**config.mk**
```make
export PLATFORM = sky130hd
export DESIGN_NAME = absbus_master
export DESIGN_NICKNAME = d
export VERILOG_FILES = /design/src/absbus_master.v
export VERILOG_INCLUDE_DIRS = /design/src /design/src/src
export SDC_FILE = /design/constraint.sdc
export NUM_CORES = 1
export LEC_CHECK = 0
export BUFFER_PORTS_ARGS = -buffer_cell sky130_fd_sc_hd__buf_2
export CORE_MARGIN = 10
export CORE_UTILIZATION = 40
export CTS_CLUSTER_DIAMETER = 100
export DETAILED_ROUTE_END_ITERATION = 6
export GPL_TIMING_DRIVEN = 0
export PLACE_DENSITY = 0.57
export SLEW_MARGIN = 20
export SYNTH_ARGS = -nofsm -noshare
export SYNTH_HDL_FRONTEND = slang
export SYNTH_SLANG_ARGS = --single-unit
```
**constraint.sdc**
```tcl
create_clock -name core_clk -period 6.33 [get_ports core_clk]
set_input_delay 0 -clock core_clk [delete_from_list [all_inputs] [get_ports core_clk]]
set_output_delay 0 -clock core_clk [all_outputs]
set_load 0.01 [all_outputs]
```
**src/absbus_defines.vh**
```
// Constants for the asynchronous sized bus master
`ifndef ABSBUS_DEFINES_VH
`define ABSBUS_DEFINES_VH
// Remaining-byte size encodings {hi, lo}
`define ABS_SIZE_BYTE  2'h1
`define ABS_SIZE_WORD  2'h2
`define ABS_SIZE_THREE 2'h3
`define ABS_SIZE_LONG  2'h0
// Request operand sizes
`define ABS_OP_BYTE    2'h0
`define ABS_OP_WORD    2'h1
`define ABS_OP_LONG    2'h2
// Acknowledge pair decode {hi_n, lo_n}
`define ABS_ACK_WAIT   2'h3
`define ABS_ACK_8BIT   2'h2
`define ABS_ACK_16BIT  2'h1
`define ABS_ACK_RSVD   2'h0
// Bus monitor timeout in cycles
`define ABS_MON_CYCLES 16'h0040
`endif

```
**src/absbus_master.v**
```verilog
// Asynchronous 16-bit bus master with dynamic sizing and cycle termination
`timescale 1ns/1ps
`include "absbus_defines.vh"

// Summary of operation
// - Read cycles assert data strobe together with address strobe.
// - Write cycles assert data strobe one clock after address strobe.
// - Read ends on port acknowledge; master latches data then terminates.
// - Acknowledge pair: wait, 8-bit, 16-bit, or reserved.
// - Bus fault terminates alone or together with acknowledges.
// - Bus fault with hold asserted gives a bus error exception.
// - Internal bus monitor can raise the bus fault termination.
// - Autovector ends only interrupt acknowledge cycles; ignored otherwise.
// - Autovector held asserted autovectors every interrupt acknowledge.
// - Long word: two 16-bit cycles or four byte cycles.
// - Assume 16-bit port first; add cycles only for narrower ports.
// - Operand bytes ordered most significant first.
// - Size outputs give bytes still to transfer.
// - Upper address carries word base, lowest bit byte offset.
// - Byte lanes routed from size outputs and lowest address bit.
// - Odd-address word and long operands are rejected.
// - At most one aligned word per cycle, most significant first.
// - Size codes: 01 byte, 10 word, 11 three, 00 long.
// - Address strobe asserted on the same clock as the address outputs; outputs stable meanwhile.
// - Read data captured on the last falling edge of the cycle.
module absbus_master #(
	parameter MON_CYCLES = `ABS_MON_CYCLES
) (
	// Clock and reset
	input  wire        core_clk,
	input  wire        srst,
	// Operand request
	input  wire        reqValid,
	input  wire        reqWrite,
	input  wire        reqIntAck,
	input  wire        reqInternal,
	input  wire [1:0]  reqSize,
	input  wire [23:0] reqAddr,
	input  wire [31:0] reqWdata,
	output reg         reqReady,
	output reg         doneValid,
	output reg  [31:0] doneRdata,
	output reg         doneBusErr,
	output reg         doneAutoVec,
	output reg         doneMisalign,
	output reg         busErrExcept,
	// External bus
	output reg  [23:1] addrWord,
	output reg         byte_lane_offset,
	output reg         remaining_bytes_hi,
	output reg         remaining_bytes_lo,
	output reg         readNotWrite,
	output reg         address_strobe_n,
	output reg         data_strobe_n,
	output reg  [15:0] dataOut,
	output reg         dataOe,
	input  wire [15:0] dataIn,
	input  wire        port_ack_hi_n,
	input  wire        port_ack_lo_n,
	input  wire        bus_fault_n,
	input  wire        auto_vector_ack_n,
	input  wire        holdReq_n
);

	localparam ST_IDLE  = 3'h0;
	localparam ST_ADDR  = 3'h1;
	localparam ST_WAIT  = 3'h2;
	localparam ST_END   = 3'h3;
	localparam ST_DONE  = 3'h4;

	// Three-stage synchronisers for asynchronous inputs
	// Pin changes reach inSt some four clocks after they happen
	wire [4:0] rawIn = {holdReq_n, auto_vector_ack_n, bus_fault_n,
		port_ack_lo_n, port_ack_hi_n};
	wire [4:0] inSt;

	absbus_sync #(
		.WIDTH    (5)
	) i_sync (
		.core_clk (core_clk),
		.srst     (srst),
		.rawIn    (rawIn),
		.stable   (inSt)
	);

	wire ackHiN   = inSt[0];
	wire ackLoN   = inSt[1];
	wire faultN   = inSt[2];
	wire avecN    = inSt[3];
	wire holdN    = inSt[4];
	// Acknowledge and fault pins negated (autovector not included); the synchronised view lags the slave,
	// so a new cycle must wait for it or a stale acknowledge ends it at once
	wire busFree  = ackHiN & ackLoN & faultN;

	reg  [2:0]  state_r;
	reg  [2:0]  remain_r;
	reg  [23:0] curAddr_r;
	reg  [31:0] opData_r;
	reg  [31:0] rdAcc_r;
	reg  [15:0] monCnt_r;
	reg         monFault_r;
	reg         dsPend_r;
	reg         isIack_r;
	reg         fallSample_r;
	reg  [15:0] fallData_r;

	// Bus monitor raises an internal fault when no termination comes in a reqInternal cycle
	// bus monitor
	wire monFire = (monCnt_r == MON_CYCLES[15:0]);
	wire faultTerm = ~faultN | monFault_r;
	wire [1:0] ackPair = {ackHiN, ackLoN};
	wire ack8  = (ackPair == `ABS_ACK_8BIT);
	wire ack16 = (ackPair == `ABS_ACK_16BIT);
	wire avecTerm = isIack_r & ~avecN;
	wire anyTerm = faultTerm | ack8 | ack16 | avecTerm;

	// capture on falling edge so the last falling edge holds the data
	always @(negedge core_clk) begin
		if (srst) begin
			fallData_r <= 16'h0000;
		end else if (~address_strobe_n) begin
			fallData_r <= dataIn;
		end
	end

	// size code from remaining byte count
	function [1:0] sizeCode;
		input [2:0] n;
		begin
			case (n)
				3'h1:    sizeCode = `ABS_SIZE_BYTE;
				3'h2:    sizeCode = `ABS_SIZE_WORD;
				3'h3:    sizeCode = `ABS_SIZE_THREE;
				default: sizeCode = `ABS_SIZE_LONG;
			endcase
		end
	endfunction

	// Bytes moved this cycle: one on 8-bit port, odd address or single byte left, else two
	wire       wide     = ack16 & ~curAddr_r[0] & (remain_r != 3'h1);
	wire [2:0] moved    = wide ? 3'h2 : 3'h1;
	wire [2:0] remNext  = remain_r - moved;
	// next byte to go is the top byte of what remains
	wire [7:0] topByte  = opData_r[31:24];
	// 8-bit port data arrives on lines 15:8
	wire [7:0] rdByte   = (ack16 & curAddr_r[0]) ? fallData_r[7:0] : fallData_r[15:8];

	always @(posedge core_clk) begin
		if (srst) begin
			state_r            <= ST_IDLE;
			remain_r           <= 3'h0;
			curAddr_r          <= 24'h000000;
			opData_r           <= 32'h00000000;
			rdAcc_r            <= 32'h00000000;
			monCnt_r           <= 16'h0000;
			monFault_r         <= 1'b0;
			dsPend_r           <= 1'b0;
			isIack_r           <= 1'b0;
			fallSample_r       <= 1'b0;
			reqReady           <= 1'b0;
			doneValid          <= 1'b0;
			doneRdata          <= 32'h00000000;
			doneBusErr         <= 1'b0;
			doneAutoVec        <= 1'b0;
			doneMisalign       <= 1'b0;
			busErrExcept       <= 1'b0;
			addrWord           <= 23'h000000;
			byte_lane_offset   <= 1'b0;
			remaining_bytes_hi <= 1'b0;
			remaining_bytes_lo <= 1'b0;
			readNotWrite       <= 1'b1;
			address_strobe_n   <= 1'b1;
			data_strobe_n      <= 1'b1;
			dataOut            <= 16'h0000;
			dataOe             <= 1'b0;
		end else begin
			doneValid    <= 1'b0;
			busErrExcept <= 1'b0;
			fallSample_r <= 1'b0;
			case (state_r)
				ST_IDLE: begin
					// Accept work only once the previous slave has let go
					reqReady <= busFree;
					if (reqValid & reqReady) begin
						reqReady <= 1'b0;
						// reject odd word and long operands
						if (reqAddr[0] & (reqSize != `ABS_OP_BYTE)) begin
							doneValid    <= 1'b1;
							doneMisalign <= 1'b1;
							doneBusErr   <= 1'b0;
							doneAutoVec  <= 1'b0;
						end else begin
							remain_r  <= (reqSize == `ABS_OP_LONG) ? 3'h4 :
								(reqSize == `ABS_OP_WORD) ? 3'h2 : 3'h1;
							opData_r  <= (reqSize == `ABS_OP_LONG) ? reqWdata :
								(reqSize == `ABS_OP_WORD) ? {reqWdata[15:0], 16'h0000} :
								{reqWdata[7:0], 24'h000000};
							curAddr_r    <= reqAddr;
							rdAcc_r      <= 32'h00000000;
							readNotWrite <= ~reqWrite;
							isIack_r     <= reqIntAck;
							monFault_r   <= 1'b0;
							monCnt_r     <= 16'h0000;
							dsPend_r     <= reqInternal;
							state_r      <= ST_ADDR;
						end
					end
				end
				ST_ADDR: begin
					// Next portion waits until the last termination is released
					if (busFree) begin
						addrWord         <= curAddr_r[23:1];
						byte_lane_offset <= curAddr_r[0];
						// size outputs show bytes still to go
						{remaining_bytes_hi, remaining_bytes_lo} <= sizeCode(remain_r);
						// write lanes: odd or last byte on both lanes, otherwise top two bytes
						dataOut <= curAddr_r[0] ? {topByte, topByte} :
							(remain_r == 3'h1) ? {topByte, topByte} : opData_r[31:16];
						dataOe  <= ~readNotWrite;
						address_strobe_n <= 1'b0;
						// read data strobe with address strobe
						data_strobe_n    <= ~readNotWrite;
						monCnt_r         <= 16'h0000;
						state_r          <= ST_WAIT;
					end
				end
				ST_WAIT: begin
					// write data strobe one clock after address strobe
					if (~readNotWrite)
						data_strobe_n <= 1'b0;
					if (~monFault_r)
						monCnt_r <= monCnt_r + 16'h0001;
					if (monFire & dsPend_r)
						monFault_r <= 1'b1;
					if (anyTerm & ~(~readNotWrite & data_strobe_n)) begin
						fallSample_r <= 1'b1;
						state_r      <= ST_END;
					end
				end
				ST_END: begin
					// terminate and latch the portion just read
					address_strobe_n <= 1'b1;
					data_strobe_n    <= 1'b1;
					dataOe           <= 1'b0;
					if (faultTerm | avecTerm) begin
						doneBusErr   <= faultTerm;
						// autovector on every acknowledge while held
						doneAutoVec  <= ~faultTerm & avecTerm;
						// fault with hold raises the exception
						busErrExcept <= faultTerm & ~holdN;
						doneMisalign <= 1'b0;
						doneRdata    <= rdAcc_r;
						state_r      <= ST_DONE;
					end else begin
						// shift consumed bytes, next cycle if any remain
						if (wide) begin
							rdAcc_r  <= {rdAcc_r[15:0], fallData_r};
							opData_r <= {opData_r[15:0], 16'h0000};
						end else begin
							rdAcc_r  <= {rdAcc_r[23:0], rdByte};
							opData_r <= {opData_r[23:0], 8'h00};
						end
						remain_r  <= remNext;
						curAddr_r <= curAddr_r + {21'h000000, moved};
						if (remNext == 3'h0) begin
							doneRdata    <= wide ? {rdAcc_r[15:0], fallData_r} :
								{rdAcc_r[23:0], rdByte};
							doneBusErr   <= 1'b0;
							doneAutoVec  <= 1'b0;
							doneMisalign <= 1'b0;
							state_r      <= ST_DONE;
						end else begin
							state_r <= ST_ADDR;
						end
					end
				end
				ST_DONE: begin
					doneValid <= 1'b1;
					state_r   <= ST_IDLE;
				end
				default: begin
					state_r <= ST_IDLE;
				end
			endcase
		end
	end

endmodule

// Three-flop synchroniser for pins that change outside the clock domain
// A pin change shows at the output four clocks later; the master's wait
// states and its release wait both absorb that latency
module absbus_sync #(
	parameter WIDTH = 5
) (
	// Clock and reset
	input  wire             core_clk,
	input  wire             srst,
	// Raw pins in, filtered levels out
	input  wire [WIDTH-1:0] rawIn,
	output wire [WIDTH-1:0] stable
);

	reg  [WIDTH-1:0] sync1_r;
	reg  [WIDTH-1:0] sync2_r;
	reg  [WIDTH-1:0] sync3_r;
	reg  [WIDTH-1:0] level_r;

	// Bits whose last two stages agree may take the new level
	wire [WIDTH-1:0] agree = ~(sync2_r ^ sync3_r);

	// All pins are active low, so reset to the idle high level
	always @(posedge core_clk) begin
		if (srst) begin
			sync1_r <= {WIDTH{1'b1}};
			sync2_r <= {WIDTH{1'b1}};
			sync3_r <= {WIDTH{1'b1}};
			level_r <= {WIDTH{1'b1}};
		end else begin
			// Only the second stage reads the first
			sync1_r <= rawIn;
			sync2_r <= sync1_r;
			sync3_r <= sync2_r;
			// A one-cycle glitch never reaches the filtered level
			level_r <= (level_r & ~agree) | (sync3_r & agree);
		end
	end

	assign stable = level_r;

endmodule

```
After elaboration in Yosys (flattened, before gate mapping)
Cells that the tools add are included.

Multiplexer cells: 66. Bitwise logic cells: 35. $mul: 0. Magnitude comparators: 0. $add $sub $neg: 3. Shift-type cells: 0. Div/mod/pow operators: 0. Equality and inequality tests: 23. Reductions and logical operators: 20.

Operator list (count): $mux W32 (12); $pmux W32 S2 (2); $mux W24 (3); $mux W16 (4); $pmux W16 S3 (1); $pmux W24 S2 (1); $mux W3 (10); $add A24 B2 Y24 (1); $mux W8 (3); $ne A2 B2 Y1 const B (9); $mux W1 (17); $add A16 B1 Y16 const B (1); $eq A16 B7 Y1 const B (1); $reduce_and A4 Y1 (4); $pmux W1 S2 (7); $and A1 B1 Y1 (13); $eq A3 B2 Y1 const B (4); $pmux W3 S4 (1); $not A1 Y1 (11); $and A5 B5 Y5 (2); $not A5 Y5 (2); $reduce_bool A2 Y1 (5); $eq A3 B1 Y1 const B (2); $logic_not A3 Y1 (2); 18 further kinds (29).

Bits in latches: 0. RAM bits: 0. Output and inout bits: 84. Memories: 0. Flip-flop bits (word level): 233. Memory bits (read-only): 0. Logic and storage cells: 177. Input port bits: 85.

Depth between registers and ports, before layout
Gate-level depths: netlist (run 1).

Depth after elaboration: 9. Gate-level depth with buffers: 14. Mapped depth without buffers: 10.

Hierarchy
A second synthesis (run 1) with hierarchy kept.

Cells, all modules: 1236. Area, all modules: 10510.1 µm².

Modules (own cells, without submodules): absbus_master (cells an instance 1184, sequential area each 4264.1 µm², area an instance 9912.0 µm², times used 1); absbus_sync (cells an instance 52, sequential area each 400.4 µm², area an instance 598.1 µm², times used 1).

==> summary.md, run 1 <==
| Metric | Value |
|---|---|
| Outcome | complete, no violations |
| Transition time of the tightest slew-check pin | 0.870 ns |
| Maximum ir drop on the vdd rail | 0.000200 V |
| Share of synthesized registers carrying an async set or reset | 0% |
| Worst-path fanout max | 10 |
| Worst reg2reg path endpoint | fallData_r[1]$_SDFFE_NP0N_ |
| Library cells used by synthesis | 72 |
| Largest clock skew in the final design | 0.0584 ns |
| Min-Delay Startpoint | srst |
| Total clock sinks | 233 |
| Sink of the worst hold path | state_r[0]$_SDFFE_PP0P_ |
| Number of cells on the worst reg-to-reg path | 4 |
| Crit Reg-Reg Startpoint | address_strobe_n$_SDFFE_PP1P_ |
| Vias in the first global route | 9,907 |
| Most numerous cell in the Yosys netlist | dfxtp_1 |
| Startpoint-to-endpoint class of the critical path | register to register |
| Antenna-violating nets left | 0 |
| Global-route wire length before repair | 57.1 mm |
| Fraction of layout cells with a size suffix above 1 | 18.7% |
| GR Util All Layers | 21.3% |
| Detailed-routing iteration count for the pre-antenna-repair pass | 5 |
| Slowest cell on the critical path | clkbuf_1 |
| Setup total negative slack | 0 ns |
| Number of setup violations in the final report | 0 |
| Main area contributors after synthesis | dfxtp_1 44%, mux2i_1 6.7%, nand2_1 5.8%, a21oi_1 5.7%, nor2_1 4.7% |
| Crit path top cell by count | clkbuf_1 |
| Max-capacitance violation count | 0 |
| Deepest clock path buffer count | 3 |
| Worst stage delay on the critical path | 0.58 ns |
| Number of buffers inserted by post-CTS setup repair | 0 |
| I/O pin total | 169 |
| Count of standard-cell rows | 59 |
| Required @ worst endpoint | 3.61 ns |
| DRC violation count after routing | 0 |
| Clock buffers created by TritonCTS | 26 |
| Clock transition at path regs | 0.06 ns |
| Flop and latch count out of synthesis | 233 |
| Mean instance size in the synthesized netlist | 8.63 µm² |
| Count of input and output buffers | 167 |
| CTS HTree Levels | 1 |
| Die area | 33,100 µm² |
| Number of antenna violations at the first check in global routing | 1 |
| Clock tree from TritonCTS | done |
| Root buffer cell | clkbuf_16 |
| Number of buffers and inverters on the critical path | 2 |
| Top cells by count, synth | 233 x dfxtp_1, 163 x nand2_1, 130 x nor2_1 |
| WL final | 37.4 mm |
| Max Transition Viols Final | 0 |
| Most used flip-flop cell after synthesis | dfxtp_1 |
| Critical Path Source Type | register |
| Floorplan die height | 182 µm |
| Worst min path class | input port to register |
| HPWL Detailed | 26.9 mm |
| Multi-input gate area in the final layout | 5320 µm² |
| Post-DP Area | 11,700 µm² |
| CP Capture Type | register |
| Starting DRC count in detailed routing | 940 |
| Synth-to-layout area growth | 26.4% |
| Via-to-Cell Ratio | 5.54 |
| Post-synth EDFFs | 0 |
| Family with the most delay on the worst path | buffers and inverters |
| Vias | 10,171 |
| RSZ-0062 raised after global routing | false |
| Maximum number of pins on one net before global-route repair | 14 |
| Starting utilization of the core area | 40.5% |
| Hold Violations, Final | 0 |
| Clock network latency to the later pin of the worst-skew pair | 0.58 ns |
| Synthesized area | 10,500 µm² |
| Cell type with the highest aggregate area in the netlist | dfxtp_1 |
| Register area share after synthesis | 44.5% |
| Fill cell instance count of the final layout | 2,522 |
| Post-Synthesis Net Count | 1,310 |
| # resized after CTS | 0 |
| Remaining max-slew budget at the tightest pin | 41.6% |
| Proportion of netlist area held by the largest area contributor | 44.5% |
| Hold path cells | 3 |
| Floorplan die width | 182 µm |
| Number of nets in the finished design | 1,578 |
| Worst EP arrival | 2.27 ns |
| Placer's final routability congestion estimate | 0.908 |
| Core Region | 25,900 µm² |
| Pwr dens | 343 nW/µm² |
| Flip-flop and latch area | 4660 µm² |
| Lkg Pwr | 5.60 nW |
| Remaining global-route overflow | 0 |
| Fin area | 13,300 µm² |
| Yosys warns | 0 |
| Setup slack, reg-to-reg | 1.34 ns |
| WL per Instance | 20.4 µm |
| CP cell instances | clkbuf_1 > clkbuf_1 > mux2i_1 > nor2_1 |
| Synthesized instance count | 1,215 |
worst max path at each step:
| stage | endpoint | start | cells after the start | slack [ns] |
|---|---|---|---|---|
| after global routing | fallData_r[1]$_SDFFE_NP0N_ | address_strobe_n$_SDFFE_PP1P_ | 4 | 1.18 |
| after detailed placement | fallData_r[1]$_SDFFE_NP0N_ | address_strobe_n$_SDFFE_PP1P_ | 4 | 1.30 |
| final | fallData_r[1]$_SDFFE_NP0N_ | address_strobe_n$_SDFFE_PP1P_ | 4 | 1.34 |
| after CTS | fallData_r[1]$_SDFFE_NP0N_ | address_strobe_n$_SDFFE_PP1P_ | 4 | 1.32 |
| after floorplan | fallData_r[0]$_SDFFE_NP0N_ | address_strobe_n$_SDFFE_PP1P_ | 4 | 1.57 |
| after global placement | fallData_r[7]$_SDFFE_NP0N_ | address_strobe_n$_SDFFE_PP1P_ | 4 | 1.34 |
kinds of logic after synthesis:
group                      after synthesis  synth area share [%]
and+or+nand+nor                        429                  18.9
AOI/OAI and AO/OA                      340                  22.1
DFF                                    233                  44.5
buffers and inverters                  115                  4.75
muxes                                   80                  7.76
adders and majority gates               10                  1.34
xor gates and xnor gates                 8                 0.668
flip-flops by register name, indices dropped and copies added (netlist names), 3 cells and up, named ones only:
| signal | flops |
|---|---|
| monCnt_r | 16 |
| state_r | 3 |
| i_sync.sync1_r | 5 |
| doneRdata | 32 |
| rdAcc_r | 32 |
| i_sync.sync3_r | 5 |
| fallData_r | 16 |
| i_sync.sync2_r | 5 |
| dataOut | 16 |
| curAddr_r | 24 |
| remain_r | 3 |
| addrWord | 23 |
| opData_r | 32 |
per-stage QoR:
step	hold slack (ns)	util [%]	instances	power [mW]	setup WS [ns]
after global routing	0.0534	51.2	1836	4.76	1.18
final	0.0205	51.2	1837	4.54	1.34
after global placement	0.183	45.3	1717	2.94	1.34
after detailed placement	0.186	45.3	1717	2.95	1.30
after CTS	0.00762	51.1	1835	4.56	1.32
after floorplan	0.104	-	1215	2.55	1.57
metal layers:
metal	up-vias	wire [µm]	share of wire (%)	GRT usage (%)
li1	4888	-	-	-
met1	4836	16400	44	27.4
met2	378	17400	47	35.5
met3	69	2490	6.7	3.84
met4	0	1110	3.0	6.48
met5	-	0	0	0
layout make-up:
class / instances / area share [%]
Antenna cell: 2 / 0.0378
Buffer: 100 / 3.33
Clock buffer: 34 / 5.63
Clock inverter: 27 / 1.43
Inverter: 14 / 0.396
Multi-Input combinational cell: 867 / 40.1
Sequential cell: 233 / 35.2
Tap cell: 335 / 3.16
Timing Repair Buffer: 225 / 10.7
worst register-to-register path: stages (launching register included):
cell      delay, ns
dfxtp_1        0.36
clkbuf_1       0.48
clkbuf_1       0.58
mux2i_1        0.27
nor2_1         0.06
report_power, final:
| group | total (mW) | leakage (nW) | switching (mW) | internal [mW] |
|---|---|---|---|---|
| sequential | 1.80 | 1.89 | 0.158 | 1.64 |
| combinational | 1.15 | 3.20 | 0.721 | 0.426 |
| clock | 1.60 | 0.519 | 0.640 | 0.957 |
| total | 4.54 | 5.60 | 1.52 | 3.03 |
cell usage in the layout (no fill, tap or decap), types with 30 or more instances in the layout:
cell	Yosys	final
inv_1	15	30
a21oi_1	120	120
clkbuf_1	58	60
dfxtp_1	233	233
nor2_1	130	130
o21ai_0	61	61
mux2i_1	70	70
dlygate4sd3_1	0	58
buf_2	25	192
nand2_1	163	163
repair_timing:
action	in CTS	in global routing
endpoints found under the setup margin	0	0
endpoints found under the hold margin	59	0
hold buffers	58	0
Note: power is estimated with default switching activity, not from simulation.
==> inputs of run 2 (changes only) <==
- ABC_AREA: unset -> 1
- PLACE_DENSITY: 0.57 -> 0.59
- clock period: 6.33 -> 4.3 ns (I/O delays scaled with it)
==> summary.md, run 2 <==
| Metric | Value |
|---|---|
| Final design utilization | 51.9% (+0.73 points) |
| Mux cell area share after synthesis | 0% (-7.8 points) |
| Clock transition at path regs | 0.06 ns (about the same) |
| Global-route layer with the greatest usage | met2 |
| Fraction of layout cells with a size suffix above 1 | 15.8% (-2.9 points) |
| Top cells by count, synth | 248 x nor2_1, 245 x nand2_1, 233 x dfxtp_1 |
| Share of synthesized registers carrying an async set or reset | 0% (unchanged) |
| DRC violation count after routing | 0 (unchanged) |
| Most numerous cell in the Yosys netlist | nor2_1 |
| Library cells used by synthesis | 42 (-42%) |
| Via-to-Cell Ratio | 5.24 (-5.4%) |
| Synth Area in Adders | 1.27% (-0.062 points) |
| Die area | 34,500 µm² (+4.4%) |
| Setup total negative slack | 0 ns (unchanged) |
| Biggest registers after layout | doneRdata: 32 flops, opData_r: 32 flops, rdAcc_r: 32 flops |
| Most used flip-flop cell after synthesis | dfxtp_1 |
| Synth-to-layout area growth | 27.5% |
| Starting DRC count in detailed routing | 1,033 (+9.9%) |
| Remaining max-slew budget at the tightest pin | 36.8% (-4.8 points) |
| Simple-gate share of the synthesized area | 23.6% (+4.7 points) |
| Dominant combinational cell family by area after synthesis | simple AND/OR/NAND/NOR gates |
| Number of buffers inserted by post-CTS setup repair | 0 (unchanged) |
| Maximum number of pins on one net before global-route repair | 14 (unchanged) |
| Cell type with the highest aggregate area in the netlist | dfxtp_1 |
| Post-synth EDFFs | 0 (unchanged) |
| Lkg Pwr | 6.07 nW (+8.3%) |
| Maximum ir drop on the vdd rail | 0.000288 V (+44%) |
| Startpoint-to-endpoint class of the critical path | input port to register |
| Complex-gate fraction of the synthesized area | 22.8% (+0.65 points) |
| Vias in the first global route | 11,477 (+16%) |
| WL final | 39.2 mm (+4.8%) |
| Max-capacitance violation count | 0 (unchanged) |
| Worst EP arrival | 2.33 ns (+0.06 ns) |
| CP Capture Type | register |
| Count of input and output buffers | 168 (+0.60%) |
| Total clock sinks | 233 (unchanged) |
| Placer's final routability congestion estimate | 0.946 (+4.1%) |
| Floorplan die height | 186 µm (+2.2%) |
| GR Util All Layers | 22.6% (+1.3 points) |
| GRT met2 Usage | 34.9% (-0.67 points) |
| Deepest clock path buffer count | 3 (unchanged) |
| Clock buffers created by TritonCTS | 27 (+3.8%) |
| Setup slack, reg-to-reg | 0.60 ns (-0.74 ns) |
| Pwr dens | 418 nW/µm² (+22%) |
| Critical Path Source Type | input port |
| Global-route wire length before repair | 62.4 mm (+9.3%) |
| Worst min path class | input port to register |
| Remaining global-route overflow | 0 (unchanged) |
| Worst setup path startpoint | srst |
| Slowest cell on the critical path | clkbuf_1 |
| Floorplan die width | 186 µm (+2.2%) |
| Count of standard-cell rows | 60 (+1.7%) |
| Leading cell type in the layout, fill and taps excluded | nor2_1 |
| CTS HTree Levels | 1 (unchanged) |
| Transition time of the tightest slew-check pin | 0.949 ns (+0.0786 ns) |
| Post-Synthesis Net Count | 1,684 (+29%) |
| Vias | 11,681 (+15%) |
| Flop and latch count out of synthesis | 233 (unchanged) |
| Crit path top cell by count | clkbuf_1 |
| Worst-path fanout max | 10 (unchanged) |
| WL per Instance | 17.6 µm (-14%) |
| Number of antenna violations at the first check in global routing | 1 (unchanged) |
| Clock tree from TritonCTS | done |
| Hold Violations, Final | 0 (unchanged) |
| Yosys warns | 0 (unchanged) |
| Outcome | complete, no violations |
| Synthesized instance count | 1,589 (+31%) |
| Core Region | 27,000 µm² (+4.3%) |
| Proportion of netlist area held by the largest area contributor | 42.4% (-2.1 points) |
| Antenna-violating nets left | 0 (unchanged) |
| Register area share after synthesis | 42.4% (-2.1 points) |
| Worst stage delay on the critical path | 0.71 ns (+0.13 ns) |
| Crit Reg-Reg Startpoint | remain_r[2]$_SDFFE_PP0P_ |
| Number of setup violations in the final report | 0 (unchanged) |
| Synthesized area | 11,000 µm² (+4.9%) |
| Max Transition Viols Final | 0 (unchanged) |
| Required @ worst endpoint | 2.66 ns (-0.95 ns) |
| Largest clock skew in the final design | 0.0531 ns (-0.00532 ns) |
| Number of nets in the finished design | 1,965 (+25%) |
| Met1 track utilization from global routing | 30.6% (+3.2 points) |
| Clock network latency to the later pin of the worst-skew pair | 0.59 ns (about the same) |
| Xor and xnor fraction of the mapped netlist area | 0.0796% (-0.59 points) |
| Met3 routing resource usage after global routing | 4.29% (+0.45 points) |
| Most frequent cells in the layout | 248 x nor2_1, 245 x nand2_1, 233 x dfxtp_1, 232 x o21ai_0, 200 x buf_2 |
| RSZ-0062 raised after global routing | false |
| HPWL Detailed | 28.8 mm (+6.8%) |
| CP cell instances | dlygate4sd3_1 > buf_2 > inv_1 > clkbuf_1 > clkbuf_1 > o21ai_0 > a21oi_1 |
| Root buffer cell | clkbuf_16 |
| I/O pin total | 169 (unchanged) |
| Main area contributors after synthesis | dfxtp_1 42%, o21ai_0 11%, nor2_1 8.5%, nand2_1 8.4%, a21oi_1 6.1% |
| Starting utilization of the core area | 40.7% (+0.23 points) |
| Mean instance size in the synthesized netlist | 6.92 µm² (-20%) |
| Min-Delay Startpoint | reqSize[1] |
| Detailed-routing iteration count for the pre-antenna-repair pass | 5 (unchanged) |
[run 2: power by group]
group          internal [mW]  leakage [nW]  total (mW)  switching (mW)
Sequential              2.30          1.89        2.40          0.0951
Combinational          0.288          3.59       0.798           0.509
Clock                   1.68         0.584        2.67           0.985
Total                   4.27          6.07        5.86            1.59
[run 2: worst max-delay path, delay by kind of cell]
family / cells / cell delay, ns
buffers and inverters: 5 / 1.98
AOI/OAI and AO/OA: 2 / 0.34
[run 2: repair_timing]
action	CTS	global route
endpoints found under the hold margin	68	0
hold buffers	69	0
gates resized for setup	0	0
[run 2: cell families after synthesis]
group / after synthesis
flops: 233
fa+ha+maj: 10
buf+inv: 263
xor+xnor: 1
simple gates: 619
compound gates: 463
[run 2: final cells by class]
cell class | instances | area (µm²)
timing repair buffer | 237 | 1530
sequential | 233 | 4660
multi-input combinational | 1093 | 5250
clock inverter | 32 | 338
clock buffer | 31 | 732
antenna | 1 | 2.50
inverter | 168 | 631
buffer | 94 | 452
tap | 341 | 427
fill | 2734 | 13000
[run 2: final timing paths]
check / endpoint / depth (start not counted)
hold / removal: remain_r[0]$_SDFFE_PP0P_ / 6
setup / recovery: fallData_r[8]$_SDFFE_NP0N_ / 7
hold reg to reg: i_sync.sync2_r[1]$_SDFF_PP1_ / 1
setup reg to reg: curAddr_r[12]$_SDFFE_PP0P_ / 15
[run 2: per-stage QoR]
stage	power [mW]	setup slack [ns]	std cells	instance area [µm²]	hold WS (ns)
after floorplan	2.89	1.17	1589	11000	0.104
after global placement	3.20	0.364	2098	12300	0.187
after detailed placement	3.20	0.307	2098	12300	0.184
after CTS	5.89	0.353	2229	14000	0.119
after global routing	6.10	0.253	2230	14000	0.164
final	5.86	0.331	2230	14000	0.133
[run 2: per-layer routing]
metal / share of wire (%) / routed length [µm]
met1: 45 / 17600
met2: 44 / 17100
met3: 7.9 / 3090
met4: 3.6 / 1420
met5: 0 / 0
